**src/rtl/rsc_cfg.svh**
```systemverilog
`ifndef RSC_CFG_SVH
`define RSC_CFG_SVH

`define RSC_PORT_W        18
`define RSC_WDT_W         16
`define RSC_HOLD_W        5
`define RSC_CLK_NS        5
`define RSC_RST_MIN_NS    100
`define RSC_RST_MIN_CYC   ((`RSC_RST_MIN_NS + `RSC_CLK_NS - 1) / `RSC_CLK_NS)
`define RSC_RESET_VECTOR  16'h0000
`define RSC_RST_RELOAD    16'hFFFF
`define RSC_WDT_KEY       8'hA5

`define RSC_OFF_CTRL      8'h00
`define RSC_OFF_RELOAD    8'h04
`define RSC_OFF_KICK      8'h08
`define RSC_OFF_COUNT     8'h0C
`define RSC_OFF_CAUSE     8'h10
`define RSC_OFF_MODE      8'h14
`define RSC_OFF_KEEP      8'h18

`define RSC_CTRL_CMP      0
`define RSC_CTRL_WDT_EN   1
`define RSC_CTRL_LOCK     2
`define RSC_CTRL_PULLUP   3
`define RSC_CTRL_CLK_LO   4
`define RSC_MODE_IDLE     0
`define RSC_MODE_STOP     1
`define RSC_MODE_SHUT     2

`endif

```
**src/rtl/rsc_pkg.sv**
```systemverilog
`default_nettype none
`include "rsc_cfg.svh"

package rsc_pkg;

   typedef enum logic [2:0]
   {
      ST_RUN   = 3'b000,
      ST_IDLE  = 3'b001,
      ST_STOP  = 3'b010,
      ST_SHUT  = 3'b011,
      ST_RESET = 3'b100
   } rsc_state_e;

   typedef enum logic [1:0]
   {
      CLK_LPOSC = 2'b00,
      CLK_LFO   = 2'b01,
      CLK_EXT   = 2'b10
   } rsc_clk_e;

   typedef struct packed {
      logic por;
      logic supply;
      logic pin;
      logic wdt;
      logic cmp;
   } rsc_cause_s;

   typedef struct packed {
      logic        psel;
      logic        penable;
      logic        pwrite;
      logic [7:0]  paddr;
      logic [31:0] pwdata;
   } rsc_apb_req_s;

   typedef struct packed {
      logic        pready;
      logic        pslverr;
      logic [31:0] prdata;
   } rsc_apb_rsp_s;

   typedef struct packed {
      logic [`RSC_WDT_W-1:0] count;
      logic                  expire;
   } rsc_wdt_s;

endpackage

`default_nettype wire

```
**src/rtl/rsc_watchdog.sv**
```systemverilog
`default_nettype none
`include "rsc_cfg.svh"

module rsc_watchdog
(
   input  wire logic                  i_clk_sys,   // System clock
   input  wire logic                  i_sys_rst,   // Power-on reset
   input  wire logic                  i_clr,       // Restart count
   input  wire logic                  i_en,        // Counting allowed
   input  wire logic                  i_tick,      // Low-frequency oscillator tick
   input  wire logic [`RSC_WDT_W-1:0] i_reload,    // Timeout period
   output logic      [`RSC_WDT_W-1:0] o_count,     // Current count
   output logic                       o_expire     // Timeout pulse
);

   localparam rsc_pkg::rsc_wdt_s RST_S = '0;

   rsc_pkg::rsc_wdt_s q;
   rsc_pkg::rsc_wdt_s d;

   always_comb
   begin
      d        = q;
      d.expire = 1'b0;
      if (i_clr)
      begin
         d.count = '0;
      end
      else if (i_en && i_tick)
      begin
         if (q.count == i_reload)
         begin
            d.count  = '0;
            d.expire = 1'b1;
         end
         else
         begin
            d.count = q.count + `RSC_WDT_W'(1);
         end
      end
   end

   always_ff @(posedge i_clk_sys)
   begin
      if (i_sys_rst)
      begin
         q <= RST_S;
      end
      else
      begin
         q <= d;
      end
   end

   assign o_count  = q.count;
   assign o_expire = q.expire;

endmodule

`default_nettype wire

```
**src/rtl/rsc_reset_ctrl.sv**
```systemverilog
`default_nettype none
`include "rsc_cfg.svh"

module rsc_reset_ctrl
(
   input  wire logic                   i_clk_sys,       // System clock
   input  wire logic                   i_sys_rst,       // Power-on reset
   input  wire logic                   i_supply_low,    // Supply under threshold
   input  wire logic                   i_rst_pin_in,    // Reset pin level
   input  wire logic                   i_analog_comparator_zero_out,      // Comparator zero output
   input  wire logic                   i_lfo_tick,      // Low-frequency tick
   input  wire logic                   i_irq_pend,      // Enabled interrupt pending
   input  wire logic [`RSC_PORT_W-1:0] i_port_latch,    // Software port latches
   input  wire logic [`RSC_PORT_W-1:0] i_port_od,       // Software open-drain select
   input  wire rsc_pkg::rsc_apb_req_s  i_apb,           // APB request
   output rsc_pkg::rsc_apb_rsp_s       o_apb,           // APB response
   output logic                        o_sys_rst,       // Internal reset
   output logic                        o_core_halt,     // Core halted
   output logic                        o_pc_clear,      // Program counter clear
   output logic [15:0]                 o_pc_vector,     // Fetch start address
   output logic [`RSC_PORT_W-1:0]      o_port_latch,    // Port latches
   output logic [`RSC_PORT_W-1:0]      o_port_od,       // Port open-drain
   output logic                        o_pullup_en,     // Weak pull-ups
   output logic                        o_rst_pin_out,   // Reset pin drive level
   output logic                        o_rst_pin_oe_n,  // Reset pin drive, low drives
   output logic                        o_irq_disable,   // Interrupts off
   output logic                        o_timer_disable, // Timers off
   output rsc_pkg::rsc_clk_e           o_clk_sel,       // System clock source
   output logic                        o_wdt_en,        // Watchdog enable
   output logic                        o_wdt_clk_lfo,   // Watchdog on low-freq clock
   output logic                        o_regulator_off  // Shutdown of regulator
);

   ////////////////////////////////////////////////////////////////////////////
   // State.

   typedef struct packed {
      rsc_pkg::rsc_state_e    state;
      logic [`RSC_HOLD_W-1:0] hold;
      rsc_pkg::rsc_cause_s    cause;
      rsc_pkg::rsc_clk_e      clk_sel;
      logic                   cmp_rst_en;
      logic                   wdt_en;
      logic                   wdt_lock;
      logic                   pullup_en;
      logic [`RSC_WDT_W-1:0]  wdt_reload;
      logic                   wdt_kick;
      logic [7:0]             keep;
      rsc_pkg::rsc_apb_rsp_s  apb;
      logic                   sys_rst;
      logic                   halt;
      logic                   pc_clear;
      logic [15:0]            pc_vec;
      logic [`RSC_PORT_W-1:0] port_latch;
      logic [`RSC_PORT_W-1:0] port_od;
      logic                   rst_oe_n;
      logic                   irq_dis;
      logic                   tmr_dis;
      logic                   wdt_lfo;
      logic                   reg_off;
   } rsc_top_s;

   localparam logic [`RSC_HOLD_W-1:0] HOLD_CYC = `RSC_HOLD_W'(`RSC_RST_MIN_CYC);

   // Power-on leaves the block in reset with the cause already known.
   localparam rsc_top_s RST_S = '{
      state      : rsc_pkg::ST_RESET,
      hold       : '0,
      cause      : '{por: 1'b1, default: 1'b0},
      clk_sel    : rsc_pkg::CLK_LPOSC,
      cmp_rst_en : 1'b0,
      wdt_en     : 1'b1,
      wdt_lock   : 1'b0,
      pullup_en  : 1'b1,
      wdt_reload : `RSC_RST_RELOAD,
      wdt_kick   : 1'b0,
      keep       : '0,
      apb        : '0,
      sys_rst    : 1'b1,
      halt       : 1'b1,
      pc_clear   : 1'b1,
      pc_vec     : `RSC_RESET_VECTOR,
      port_latch : '1,
      port_od    : '1,
      rst_oe_n   : 1'b0,
      irq_dis    : 1'b1,
      tmr_dis    : 1'b1,
      wdt_lfo    : 1'b1,
      reg_off    : 1'b0
   };

   rsc_top_s q;
   rsc_top_s d;

   logic [`RSC_WDT_W-1:0] wdt_count;
   logic                  wdt_expire;
   logic                  wdt_run;

   ////////////////////////////////////////////////////////////////////////////
   // Register read decode, shared by data and error answer.

   function automatic logic [32:0] rd_word(input logic [7:0] addr, input rsc_top_s s,
                                           input logic [`RSC_WDT_W-1:0] cnt);
      logic [31:0] w;
      logic        hit;
      w   = '0;
      hit = 1'b1;
      case (addr)
         `RSC_OFF_CTRL:
         begin
            w[`RSC_CTRL_CMP]                   = s.cmp_rst_en;
            w[`RSC_CTRL_WDT_EN]                = s.wdt_en;
            w[`RSC_CTRL_LOCK]                  = s.wdt_lock;
            w[`RSC_CTRL_PULLUP]                = s.pullup_en;
            w[`RSC_CTRL_CLK_LO+1:`RSC_CTRL_CLK_LO] = s.clk_sel;
         end
         `RSC_OFF_RELOAD: w[`RSC_WDT_W-1:0] = s.wdt_reload;
         `RSC_OFF_KICK:   w = '0;
         `RSC_OFF_COUNT:  w[`RSC_WDT_W-1:0] = cnt;
         `RSC_OFF_CAUSE:  w[4:0] = s.cause;
         `RSC_OFF_MODE:   w[2:0] = s.state;
         `RSC_OFF_KEEP:   w[7:0] = s.keep;
         default:         hit = 1'b0;
      endcase
      return {hit, w};
   endfunction

   ////////////////////////////////////////////////////////////////////////////
   // Next state.

   rsc_pkg::rsc_cause_s src;
   logic                req_any;
   logic                access;
   logic                wr_go;
   logic [32:0]         rd;
   logic                in_rst;

   always_comb
   begin
      d          = q;
      d.wdt_kick = 1'b0;
      rd         = rd_word(i_apb.paddr, q, wdt_count);

      // The reset pin reads back low while we drive it ourselves, so our own
      // drive must not count as an external request.
      src        = '0;
      src.supply = i_supply_low;
      src.pin    = ~i_rst_pin_in & q.rst_oe_n;
      src.wdt    = wdt_expire;
      src.cmp    = q.cmp_rst_en & i_analog_comparator_zero_out;
      if (q.state == rsc_pkg::ST_SHUT)
      begin
         src.supply = 1'b0;
         src.wdt    = 1'b0;
         src.cmp    = 1'b0;
      end
      req_any = |src;

      // APB: one wait state, then pready for a single cycle.
      access      = i_apb.psel & i_apb.penable;
      wr_go       = access & q.apb.pready & i_apb.pwrite;
      d.apb.pready = access & ~q.apb.pready;
      if (access && !q.apb.pready)
      begin
         d.apb.pslverr = ~rd[32];
         d.apb.prdata  = i_apb.pwrite ? 32'h0000_0000 : rd[31:0];
      end
      else
      begin
         d.apb.pslverr = 1'b0;
      end

      if (wr_go && q.state != rsc_pkg::ST_RESET)
      begin
         case (i_apb.paddr)
            `RSC_OFF_CTRL:
            begin
               d.pullup_en = i_apb.pwdata[`RSC_CTRL_PULLUP];
               d.clk_sel   = rsc_pkg::rsc_clk_e'(
                  i_apb.pwdata[`RSC_CTRL_CLK_LO+1:`RSC_CTRL_CLK_LO]);
               d.cmp_rst_en = i_apb.pwdata[`RSC_CTRL_CMP];
               // Once locked the watchdog setup is frozen until the next reset.
               if (!q.wdt_lock)
               begin
                  d.wdt_en   = i_apb.pwdata[`RSC_CTRL_WDT_EN];
                  d.wdt_lock = i_apb.pwdata[`RSC_CTRL_LOCK];
               end
            end
            `RSC_OFF_RELOAD:
            begin
               if (!q.wdt_lock)
               begin
                  d.wdt_reload = i_apb.pwdata[`RSC_WDT_W-1:0];
               end
            end
            `RSC_OFF_KICK:
            begin
               d.wdt_kick = (i_apb.pwdata[7:0] == `RSC_WDT_KEY);
            end
            `RSC_OFF_MODE:
            begin
               if (q.state == rsc_pkg::ST_RUN)
               begin
                  if (i_apb.pwdata[`RSC_MODE_SHUT])
                  begin
                     d.state = rsc_pkg::ST_SHUT;
                  end
                  else if (i_apb.pwdata[`RSC_MODE_STOP])
                  begin
                     d.state = rsc_pkg::ST_STOP;
                  end
                  else if (i_apb.pwdata[`RSC_MODE_IDLE])
                  begin
                     d.state = rsc_pkg::ST_IDLE;
                  end
               end
            end
            `RSC_OFF_KEEP:  d.keep = i_apb.pwdata[7:0];
            default:        d.keep = q.keep;
         endcase
      end

      case (q.state)
         rsc_pkg::ST_RESET:
         begin
            // A request during the hold restarts the minimum hold time.
            if (req_any)
            begin
               d.hold = '0;
            end
            else if (q.hold != HOLD_CYC)
            begin
               d.hold = q.hold + `RSC_HOLD_W'(1);
            end
            else
            begin
               d.state = rsc_pkg::ST_RUN;
            end
         end
         rsc_pkg::ST_IDLE:
         begin
            if (i_irq_pend)
            begin
               d.state = rsc_pkg::ST_RUN;
            end
         end
         rsc_pkg::ST_STOP:
         begin
            d.state = rsc_pkg::ST_STOP;
         end
         rsc_pkg::ST_SHUT:
         begin
            d.state = rsc_pkg::ST_SHUT;
         end
         rsc_pkg::ST_RUN:
         begin
            d.hold = '0;
         end
         default:
         begin
            d.state = rsc_pkg::ST_RESET;
         end
      endcase

      // Any qualified request wins over every mode change above.
      if (req_any)
      begin
         d.state = rsc_pkg::ST_RESET;
         if (q.state != rsc_pkg::ST_RESET)
         begin
            d.hold  = '0;
            d.cause = src;
         end
      end

      in_rst = (d.state == rsc_pkg::ST_RESET);
      if (in_rst)
      begin
         // Defaults reload every reset cycle; keep holds except on power-on.
         d.clk_sel    = rsc_pkg::CLK_LPOSC;
         d.cmp_rst_en = 1'b0;
         d.wdt_en     = 1'b1;
         d.wdt_lock   = 1'b0;
         d.pullup_en  = 1'b1;
         d.wdt_reload = `RSC_RST_RELOAD;
      end

      // RAM has no connection here at all, so no reset reaches it.
      d.sys_rst    = in_rst;
      d.halt       = in_rst || d.state != rsc_pkg::ST_RUN;
      d.pc_clear   = in_rst;
      d.pc_vec     = `RSC_RESET_VECTOR;
      d.irq_dis    = in_rst;
      d.tmr_dis    = in_rst;
      d.port_latch = in_rst ? '1 : i_port_latch;
      d.port_od    = in_rst ? '1 : i_port_od;
      d.rst_oe_n   = !(in_rst && (d.cause.por || d.cause.supply));
      d.wdt_lfo    = 1'b1;
      d.reg_off    = (d.state == rsc_pkg::ST_SHUT);
   end

   ////////////////////////////////////////////////////////////////////////////
   // Registers and watchdog.

   always_ff @(posedge i_clk_sys)
   begin
      if (i_sys_rst)
      begin
         q <= RST_S;
      end
      else
      begin
         q <= d;
      end
   end

   // Clocks are gone in stop and shutdown, so the watchdog cannot fire there.
   assign wdt_run = q.wdt_en & (q.state == rsc_pkg::ST_RUN | q.state == rsc_pkg::ST_IDLE);

   rsc_watchdog u_wdt
   (
      .i_clk_sys (i_clk_sys),
      .i_sys_rst (i_sys_rst),
      .i_clr     (q.sys_rst | q.wdt_kick),
      .i_en      (wdt_run),
      .i_tick    (i_lfo_tick),
      .i_reload  (q.wdt_reload),
      .o_count   (wdt_count),
      .o_expire  (wdt_expire)
   );

   ////////////////////////////////////////////////////////////////////////////
   // Outputs.

   assign o_apb           = q.apb;
   assign o_sys_rst       = q.sys_rst;
   assign o_core_halt     = q.halt;
   assign o_pc_clear      = q.pc_clear;
   assign o_pc_vector     = q.pc_vec;
   assign o_port_latch    = q.port_latch;
   assign o_port_od       = q.port_od;
   assign o_pullup_en     = q.pullup_en;
   assign o_rst_pin_out   = 1'b0;
   assign o_rst_pin_oe_n  = q.rst_oe_n;
   assign o_irq_disable   = q.irq_dis;
   assign o_timer_disable = q.tmr_dis;
   assign o_clk_sel       = q.clk_sel;
   assign o_wdt_en        = q.wdt_en;
   assign o_wdt_clk_lfo   = q.wdt_lfo;
   assign o_regulator_off = q.reg_off;

endmodule

`default_nettype wire

```
**config.mk**
```make
export PLATFORM = sky130hd
export DESIGN_NAME = rsc_reset_ctrl
export DESIGN_NICKNAME = d
export VERILOG_FILES = /design/src/rtl/rsc_pkg.sv /design/src/rtl/rsc_watchdog.sv /design/src/rtl/rsc_reset_ctrl.sv
export VERILOG_INCLUDE_DIRS = /design/src /design/src/rtl
export SDC_FILE = /design/constraint.sdc
export NUM_CORES = 1
export LEC_CHECK = 0
export ABC_AREA = 1
export BUFFER_PORTS_ARGS = -buffer_cell sky130_fd_sc_hd__buf_4
export CAP_MARGIN = 0
export CORE_ASPECT_RATIO = 0.7
export CORE_MARGIN = 3
export CORE_UTILIZATION = 56
export CTS_CLUSTER_SIZE = 20
export DETAILED_ROUTE_END_ITERATION = 8
export GPL_TIMING_DRIVEN = 0
export PLACE_DENSITY = 0.86
export SLEW_MARGIN = 0
export SYNTH_ARGS = -nofsm -noshare
export SYNTH_HDL_FRONTEND = slang
export SYNTH_SLANG_ARGS = --single-unit
```
**constraint.sdc**
```tcl
create_clock -name i_clk_sys -period 2.6 [get_ports i_clk_sys]
set_input_delay 0.13 -clock i_clk_sys [delete_from_list [all_inputs] [get_ports i_clk_sys]]
set_output_delay 0.13 -clock i_clk_sys [all_outputs]
set_load 0.05 [all_outputs]
```
==> results of run 1 <==
==> metal layers <==
layer | vias up | GRT usage (%)
met4 | 0 | 14.0
met5 | - | 0
met3 | 82 | 10.1
met2 | 497 | 50.6
met1 | 2863 | 41.8
li1 | 3007 | -
==> where the power goes <==
part / switching [uW] / internal (uW)
combinational: 217 / 168
clock: 944 / 1530
sequential: 2.78 / 1830
==> cells by family (layout without fill, tap and decap cells) <==
kind of cell,Yosys count,after routing
and+or+nand+nor,421,421
buffers and inverters,194,411
DFF,119,119
AOI/OAI and AO/OA,90,90
xor gates and xnor gates,9,9
adders and majority gates,3,3
other,2,34
==> registers in the layout, indices dropped and copies added, names as in the netlist <==
register and count:
o_port_od 18, o_core_halt 1, o_pullup_en 1, q 40
u_wdt.o_expire 1, o_regulator_off 1, u_wdt.o_count 16, o_wdt_en 1
o_rst_pin_oe_n 1, o_clk_sel 2, o_port_latch 18, o_timer_disable 1
o_apb 18
==> through the flow <==
step	power, uW	util, %	cell area, um2
finish	4690	83.6	8380
global route	4790	83.6	8380
CTS	4650	83.6	8380
detailed placement	2170	72.2	7240
global placement	2170	72.2	7240
floorplan	2070	-	6080
==> final timing paths <==
check | startpoint | to | slack, ps | cells past startpoint
worst max register to register | q[136] | q[103] | 420 | 8
worst min register to register | o_apb[6] | o_apb[6] | 470 | 2
worst min-delay path | i_apb[0] | q[122] | 20 | 3
worst max-delay path | q[136] | q[103] | 420 | 8
==> placed cells by master, fill, tap and decap left out, types with 3 or more instances in the layout <==
cell type	instances
inv_6	6
nand4_1	10
dfxtp_1	119
clkinvlp_4	3
clkbuf_1	6
dlygate4sd3_1	52
or2_1	34
nor2_1	67
inv_1	73
nand2_1	225
o22ai_1	8
clkbuf_16	17
buf_2	10
xor2_1	7
nor2_2	7
buf_6	4
clkinv_4	3
conb_1	34
buf_4	227
nand3_1	55
or2_2	3
o21ai_0	36
nor3_1	8
inv_2	5
bufinv_16	3
ha_1	3
a21oi_1	39
==> Yosys cell counts (3+ instances only) <==
library cell / n
o22ai_1: 8
o21ai_0: 36
dfxtp_1: 119
ha_1: 3
clkbuf_1: 6
nor3_1: 8
a21oi_1: 39
buf_2: 10
inv_2: 5
inv_1: 73
xor2_1: 7
buf_4: 94
nand2_1: 225
nor2_2: 7
nand4_1: 10
buf_6: 4
or2_1: 34
or2_2: 3
nand3_1: 55
nor2_1: 67
==> critical path: stages (launching register included) <==
cell	delay, ps
dfxtp_1	460
nor2_2	90
nand2_4	130
nand4_1	250
inv_1	220
nand3_1	240
clkbuf_1	310
o21ai_0	280
nand2_1	70
==> what timing repair did <==
item / 4_1_cts / 5_1_grt
setup buffers: 0 / 0
resized for setup: 0 / 0
hold buffers: 52 / 0
endpoints found under the hold margin: 60 / 0
==> layout make-up <==
type                       count  area share [%]
clock buffer                  17            5.08
tap                          128            1.91
clock inverter                15            2.29
multi-input combinational    557            30.7
sequential                   119            28.4
buffer                       115            9.87
timing repair buffer         185            18.1
inverter                      79            3.54
==> flow_summary.json, run 1 <==
{
  "max_clock_freq_ghz": 0.458,
  "vdd_drop_max_v": 0.000530,
  "rsz0062_at_grt": "no",
  "pre_cts_slack_ps": 662,
  "setup_slack_ps": 415,
  "grt_max_degree": 17,
  "track_usage_pct": 32.6,
  "required_ps": 2900,
  "cp_max_fo": 10,
  "syn_area_per_cell_um2": 7.11,
  "highest-signal-layer": "met4",
  "row_count": 30,
  "synth_area_mm2": 0.00596,
  "yosys.area.top_type": "dfxtp_1",
  "yosys.area_share.simple_pct": 31.1,
  "htreeDepth": 4,
  "nets": 1163,
  "drc_errors": 0,
  "portBuffers": 133,
  "fin_crit_sh_pct": 84.0,
  "whs_ps": 18.9,
  "power_density_mw_per_mm2": 560,
  "dp_hpwl_um": 12600,
  "worst_setup_path_end_kind": "flip-flop",
  "yosysWarnings": 0,
  "place_congestion": 0.989,
  "grt_pass1_wl_um": 30000,
  "clock_path_buffers": 2,
  "drv_cap": 0,
  "netlist.area_leader.share_pct": 40.0,
  "drtAntennaViolNets": 0,
  "vias": 6449,
  "slew_violations": 0,
  "synth_edf_count": 0,
  "async_flop_share_pct": 0,
  "die_y_um": 92.3,
  "clkSlewWorstSetupHoldPaths_ps": 60,
  "p_leak_uw": 0.00387,
  "via_per_inst": 5.31,
  "drt_wl_total_um": 19600,
  "fillCellCount": 609,
  "cts_tree": "yes",
  "overflow": 0,
  "antenna_found_initial": 0,
  "seq_area_frac_synth_pct": 40.0,
  "path_class": "reg2reg",
  "die-area_mm2": 0.0119,
  "min_path_type": "in2reg",
  "fin_crit_ps": 2180,
  "area_growth_pct": 40.5,
  "slew_headroom_pct": 56.8,
  "synth_top_family_by_area": "simple AND/OR/NAND/NOR gates",
  "synth_xor_area_share_pct": 1.32,
  "dr_wl_met3_um": 2430,
  "antenna_cells": 0,
  "cts_sinks": 119,
  "syn-instance-count": 838,
  "place_inst": 1131,
  "finalHoldViolCount": 0,
  "synthTopCellsByArea": "dfxtp_1 40%, nand2_1 14%, buf_4 12%, nand3_1 4.6%, inv_1 4.6%",
  "final_layout_size_suffix_gt1_share_pct": 27.2,
  "first_pass_iters": 7,
  "start_util_pct": 59.5,
  "multi_input_area_mm2": 0.00257,
  "yosysUniqueCellTypes": 38,
  "synthAdderAreaFrac_pct": 0.630,
  "outcome": "completed",
  "worst_pin_slew_ps": 642,
  "first_iter_violations": 960,
  "setup_viol": 0,
  "synth_flop_cell": "dfxtp_1",
  "synth_compound_area_share_pct": 7.98,
  "cts_root_buf": "clkbuf_16",
  "grt_pass1_vias": 5869,
  "numCtsBuffers": 17,
  "cp.arrival_ps": 2480,
  "finalNonFillerCells": 1215,
  "synthMuxAreaShare_pct": 0,
  "fin_skew_ps": 12.3,
  "crit_path_start_kind": "flip-flop",
  "die_w_um": 129,
  "ff_latch_area_mm2": 0.00238,
  "core-area_mm2": 0.0100,
  "clkLatencyLatePin_ps": 420,
  "ys_ff_latch": 119,
  "tns_ps": 0,
  "wl_per_cell_um": 16.1,
  "met1_length_um": 7550,
  "io_pins": 185,
  "met2WireLength_um": 8910
}
Note: power is estimated with default switching activity, not from simulation.
==> inputs of run 2 (changes only) <==
--- a/config.mk
+++ b/config.mk
@@ -6,16 +6,16 @@
 export SDC_FILE = /design/constraint.sdc
 export NUM_CORES = 1
 export LEC_CHECK = 0
-export ABC_AREA = 1
+export ABC_AREA = 0
 export BUFFER_PORTS_ARGS = -buffer_cell sky130_fd_sc_hd__buf_4
 export CAP_MARGIN = 0
 export CORE_ASPECT_RATIO = 0.7
 export CORE_MARGIN = 3
-export CORE_UTILIZATION = 56
+export CORE_UTILIZATION = 46
 export CTS_CLUSTER_SIZE = 20
 export DETAILED_ROUTE_END_ITERATION = 8
 export GPL_TIMING_DRIVEN = 0
-export PLACE_DENSITY = 0.86
+export PLACE_DENSITY = 0.77
 export SLEW_MARGIN = 0
 export SYNTH_ARGS = -nofsm -noshare
 export SYNTH_HDL_FRONTEND = slang
==> constraint.sdc (replaced) <==
create_clock -name i_clk_sys -period 2 [get_ports i_clk_sys]
set_input_delay 0.1 -clock i_clk_sys [delete_from_list [all_inputs] [get_ports i_clk_sys]]
set_output_delay 0.1 -clock i_clk_sys [all_outputs]
set_load 0.05 [all_outputs]
==> run 2 against run 1 <==
  * Via count down 18%
  * Non-clock buffer count is 10 higher
  * Count of clock-buffer cells in the layout is 6 higher
  * Core utilization down 15 points
  * Synthesized cell count decreased by 23%
  * Critical path type unchanged
  * Largest power group unchanged
  * Highest routed layer unchanged
==> flow_summary.json, run 2 <==
{
  "outcome": "completed",
  "final_cell_mix": "230 x buf_4, 116 x dfxtp_1, 66 x nand2_1",
  "setup_viol": 0,
  "power_density_mw_per_mm2": 728,
  "mostFrequentLayoutCell": "buf_4",
  "first_iter_violations": 366,
  "track_usage_pct": 23.7,
  "cts_sinks": 119,
  "first_pass_iters": 5,
  "synth_edf_count": 0,
  "busiest_layer": "met2",
  "p_int_uw": 4550,
  "fin_crit_ps": 1900,
  "cp.arrival_ps": 2200,
  "required_ps": 2290,
  "combinationalPowerShare_pct": 10.3,
  "met2_usage_pct": 37.8,
  "clkSlewWorstSetupHoldPaths_ps": 50,
  "row_count": 33,
  "worst_setup_path_end_kind": "flip-flop",
  "core-area_mm2": 0.0119,
  "synth_area_mm2": 0.00564,
  "top_register": "q",
  "crit_path_start_kind": "flip-flop",
  "fin_crit_sh_pct": 95.2,
  "drc_errors": 0,
  "ys_ff_latch": 119,
  "dp_hpwl_um": 11300,
  "slew_headroom_pct": 38.6,
  "p_switching_uw": 1390,
  "grt_pass1_wl_um": 26200,
  "vias": 5282,
  "syn-instance-count": 642,
  "yosysMostFrequentCell": "dfxtp_1",
  "min_path_type": "in2reg",
  "io_pins": 185,
  "antenna_cells": 0,
  "grt_pass1_vias": 5246,
  "cts_root_buf": "clkbuf_16",
  "rsz0062_at_grt": "no",
  "finalNonFillerCells": 1047,
  "start_util_pct": 47.6,
  "nets": 968,
  "path_class": "reg2reg",
  "drv_cap": 0,
  "p_sw_share_pct": 23.5,
  "p_leak_uw": 0.00348,
  "multi_input_area_mm2": 0.00259,
  "via_per_inst": 5.04,
  "final_layout_size_suffix_gt1_share_pct": 34.0,
  "finalHoldViolCount": 0,
  "htreeDepth": 4,
  "die-area_mm2": 0.0136,
  "clkLatencyLatePin_ps": 410,
  "seq_area_frac_synth_pct": 42.2,
  "power_frac_seq_pct": 40.2,
  "synthTopCellsByArea": "dfxtp_1 42%, buf_4 12%, nand2_1 4.4%, nand2b_1 4.1%, nor2_1 3.9%",
  "largest_register_ffs": 40,
  "place_inst": 963,
  "antenna_found_initial": 0,
  "area_growth_pct": 44.8,
  "drtAntennaViolNets": 0,
  "slew_violations": 0,
  "grt_max_degree": 17,
  "total_power_uw": 5940,
  "use_met3_pct": 7.37,
  "yosysUniqueCellTypes": 59,
  "yosys.area.top_type": "dfxtp_1",
  "cp_max_fo": 7,
  "die_y_um": 98.6,
  "cts_tree": "yes",
  "whs_ps": 67.5,
  "worst_pin_slew_ps": 913,
  "syn_area_per_cell_um2": 8.78,
  "die_w_um": 138,
  "pwr-share-clk_pct": 49.5,
  "wl_per_cell_um": 15.7,
  "drt_wl_total_um": 16400,
  "clock_path_buffers": 2,
  "netlist.area_leader.share_pct": 42.2,
  "overflow": 0,
  "place_congestion": 0.920,
  "grtUsageMet1_pct": 30.1,
  "max_clock_freq_ghz": 0.525,
  "numCtsBuffers": 17,
  "portBuffers": 132,
  "synth_flop_cell": "dfxtp_1",
  "async_flop_share_pct": 0,
  "fin_skew_ps": 8.47,
  "fillCellCount": 896,
  "ff_latch_area_mm2": 0.00239,
  "vdd_drop_max_v": 0.000709,
  "synthTopCellsByCount": "119 x dfxtp_1, 93 x buf_4, 66 x nand2_1",
  "yosysWarnings": 0
}
run 2: area by class of cell:
type	count	share of cell area, %
multi-input cells	424	31.7
flip-flops and latches	119	29.2
repair buffers	190	19.2
plain buffers	120	10.1
clock buffers	23	6.22
well taps	157	2.41
clock inverters	7	0.843
inverters	7	0.322
run 2: critical path: stages (launching register included):
cell and delay [ps]:
dfxtp_1 380, a211oi_4 350, o221ai_4 230, nor2b_4 170, inv_2 80, or4_1 470
o31a_1 110
run 2: power groups by stage:
stage / Combinational, uW / Sequential (uW) / Clock, uW
6_report: 614 / 2390 / 2940
5_1_grt: 648 / 2390 / 3080
4_1_cts: 589 / 2390 / 2960
3_5_place_dp: 501 / 2440 / 0
3_3_place_gp: 497 / 2440 / 0
2_1_floorplan: 338 / 2430 / 0
run 2: path summary, 6_finish.rpt:
kind,endpoint,start,cells past startpoint,slack [ps]
setup / recovery,o_wdt_en,q[122],6,100
hold reg to reg,o_apb[5],o_apb[5],2,450
setup reg to reg,o_wdt_en,q[122],6,100
hold / removal,o_apb[0],i_apb[40],4,70
run 2: metrics by stage:
| step | utilization (%) | setup TNS [ps] | instance area, um2 | setup slack, ps |
|---|---|---|---|---|
| 2_1_floorplan | - | 0 | 5760 | 5.17 |
| 3_3_place_gp | 58.6 | -6720 | 6950 | -244 |
| 3_5_place_dp | 58.6 | -8250 | 6950 | -280 |
| 4_1_cts | 68.3 | 0 | 8090 | 10.8 |
| 5_1_grt | 68.9 | 0 | 8160 | 13.2 |
| 6_report | 68.9 | 0 | 8160 | 95.7 |
run 2: cells by family after synthesis:
logic type | after synthesis | synth area share [%]
adder cells (fa/ha/maj) | 3 | 0.666
XOR/XNOR | 31 | 4.81
buffers and inverters | 131 | 15.2
multiplexers | 28 | 5.19
AND/OR/NAND/NOR | 259 | 23.2
other | 2 | 0.133
flip-flops | 119 | 42.2
AO/OA/AOI/OAI | 69 | 8.63
run 2: routing by layer:
layer	routed length [um]	up-vias
met5	0	-
met4	359	0
met3	1540	31
met2	7480	268
met1	7030	2464
li1	-	2519
run 2: repair_timing:
item,in CTS,in global routing
buffers inserted,1,2
pin swaps,0,2
endpoints found under the setup margin,51,46
gates resized for setup,10,16
hold endpoints to repair,66,0
hold buffers,55,0
cloned,0,0
==> inputs of run 3 (changes only) <==
--- a/config.mk
+++ b/config.mk
@@ -11,11 +11,12 @@
 export CAP_MARGIN = 0
 export CORE_ASPECT_RATIO = 0.7
 export CORE_MARGIN = 3
-export CORE_UTILIZATION = 46
+export CORE_UTILIZATION = 40
+export CTS_BUF_LIST = sky130_fd_sc_hd__clkbuf_8
 export CTS_CLUSTER_SIZE = 20
 export DETAILED_ROUTE_END_ITERATION = 8
 export GPL_TIMING_DRIVEN = 0
-export PLACE_DENSITY = 0.77
+export PLACE_DENSITY = 0.66
 export SLEW_MARGIN = 0
 export SYNTH_ARGS = -nofsm -noshare
 export SYNTH_HDL_FRONTEND = slang
==> constraint.sdc (replaced) <==
create_clock -name i_clk_sys -period 1.8 [get_ports i_clk_sys]
set_input_delay 0.09 -clock i_clk_sys [delete_from_list [all_inputs] [get_ports i_clk_sys]]
set_output_delay 0.09 -clock i_clk_sys [all_outputs]
set_load 0.05 [all_outputs]
==> run 3 against run 2 <==
  * The flow now finishes with violations (setup timing)
  * Sequential share of layout area down 0.29 points
  * First-iteration DRC count up 17%
  * Design area up 1.9%
  * Largest cell class unchanged
  * Final cell count up 4.2%
  * Register-to-register slack worse by 180 ps
==> flow_summary.json, run 3 (synthesis results as in run 2) <==
{
  "grt_pass1_vias": 5051,
  "path_class": "reg2reg",
  "area_growth_pct": 47.5,
  "cts_tree": "yes",
  "mostFrequentLayoutCell": "buf_4",
  "fin_crit_ps": 1890,
  "fin_crit_sh_pct": 105,
  "nets": 982,
  "track_usage_pct": 20.8,
  "first_pass_iters": 5,
  "die_y_um": 105,
  "dp_hpwl_um": 11800,
  "core-area_mm2": 0.0135,
  "whs_ps": 29.5,
  "slowest_delay_ps": 500,
  "start_util_pct": 41.8,
  "tns_ps": -137,
  "path_cells": "or3b_4, nand4_4, o41a_1, or4_4, o211ai_2",
  "crit_path_top_delay_cell": "o41a_1",
  "antenna_cells": 0,
  "max_clock_freq_ghz": 0.530,
  "r2r_start": "q[137]",
  "setup_slack_ps": -86.7,
  "worstRegToRegCells": 5,
  "rr_endpoint": "o_core_halt",
  "worst_pin_slew_ps": 914,
  "slew_headroom_pct": 38.5,
  "final_layout_size_suffix_gt1_share_pct": 38.0,
  "fin_util_pct": 61.7,
  "grt_pass1_wl_um": 25600,
  "final_cell_mix": "247 x buf_4, 103 x dfxtp_1, 66 x nand2_1",
  "worst_setup_path_end_kind": "flip-flop",
  "place_inst": 991,
  "via_per_inst": 4.83,
  "setup_viol": 2,
  "reg2reg_slack_ps": -90,
  "fin_skew_ps": 14.5,
  "holdCritStartpoint": "i_apb[32]",
  "row_count": 35,
  "worstHoldEndpoint": "o_apb[3]",
  "cp.arrival_ps": 2250,
  "top_register": "q",
  "violations": "setup timing",
  "drv_cap": 0,
  "io_pins": 185,
  "required_ps": 2160,
  "cts_root_buf": "clkbuf_8",
  "die_w_um": 148,
  "power_density_mw_per_mm2": 737,
  "wl_per_cell_um": 15.1,
  "finalNonFillerCells": 1091,
  "place_congestion": 0.891,
  "min_path_type": "in2reg",
  "antenna_found_initial": 0,
  "portBuffers": 132,
  "finalHoldViolCount": 0,
  "largest_register_ffs": 40,
  "drtAntennaViolNets": 0,
  "vias": 5274,
  "cp_max_fo": 6,
  "vdd_drop_max_v": 0.000438,
  "htreeDepth": 4,
  "outcome": "finished, violations left",
  "critPathBufInv": 0,
  "critical-path-top-delay-family": "simple AND/OR/NAND/NOR gates",
  "clkLatencyLatePin_ps": 430,
  "crit_cells": 5,
  "overflow": 0,
  "drt_wl_total_um": 16500,
  "hold_depth": 4,
  "clkSlewWorstSetupHoldPaths_ps": 80,
  "slew_violations": 0,
  "numCtsBuffers": 17,
  "cts_sinks": 119,
  "first_iter_violations": 430,
  "rsz0062_at_grt": "yes",
  "die-area_mm2": 0.0156,
  "grt_max_degree": 17,
  "crit_path_start_kind": "flip-flop",
  "drc_errors": 0,
  "pre_cts_slack_ps": -459,
  "clock_path_buffers": 2,
  "p_leak_uw": 0.00353
}
## run 3: worst max-delay path by stage
stage                         to  slack (ps)  startpoint
6_report             o_core_halt         -90      q[137]
5_1_grt                 o_wdt_en        -130      q[130]
4_1_cts              o_core_halt         -50      q[137]
3_5_place_dp              q[104]        -460      q[122]
3_3_place_gp              q[108]        -430      q[122]
2_1_floorplan  u_wdt.o_count[13]           6    o_wdt_en
## run 3: layout make-up
type | instances | area [um2]
fillers | 1143 | 5170
clock inverters | 15 | 225
repair buffers | 206 | 1690
flip-flops and latches | 119 | 2410
multi-input cells | 424 | 2670
inverters | 7 | 26.3
plain buffers | 118 | 838
well taps | 185 | 231
clock buffers | 17 | 234
## run 3: per-layer routing
| layer | GRT usage (%) | up-vias | wire length, um |
|---|---|---|---|
| li1 | - | 2552 | - |
| met1 | 28.4 | 2473 | 7240 |
| met2 | 32.7 | 231 | 7630 |
| met3 | 5.46 | 18 | 1380 |
| met4 | 5.21 | 0 | 250 |
| met5 | 0 | - | 0 |
## run 3: power by group
| group | switching, uW | leakage, uW | internal, uW |
|---|---|---|---|
| sequential | 5.98 | 0.000968 | 2640 |
| combinational | 375 | 0.00232 | 317 |
| clock | 1140 | 0.000236 | 1660 |
## run 3: metrics by stage
stage,instance area [um2],power [uW]
floorplan,5780,3080
global placement,7000,3260
detailed placement,7000,3270
CTS,8140,6160
global route,8320,6320
finish,8320,6130
## run 3: repair_timing
| item | CTS | global route |
|---|---|---|
| cloned | 0 | 0 |
| endpoints found under the setup margin | 62 | 54 |
| resized for setup | 29 | 33 |
| pin swaps | 4 | 7 |
| setup buffers | 7 | 11 |
| hold buffers | 56 | 0 |
| endpoints found under the hold margin | 71 | 0 |
## run 3: worst reg2reg max path: stages, from the launching register on
cell      delay (ps)
dfxtp_4          380
or3b_4           270
nand4_4          160
o41a_1           500
or4_4            430
o211ai_2          80
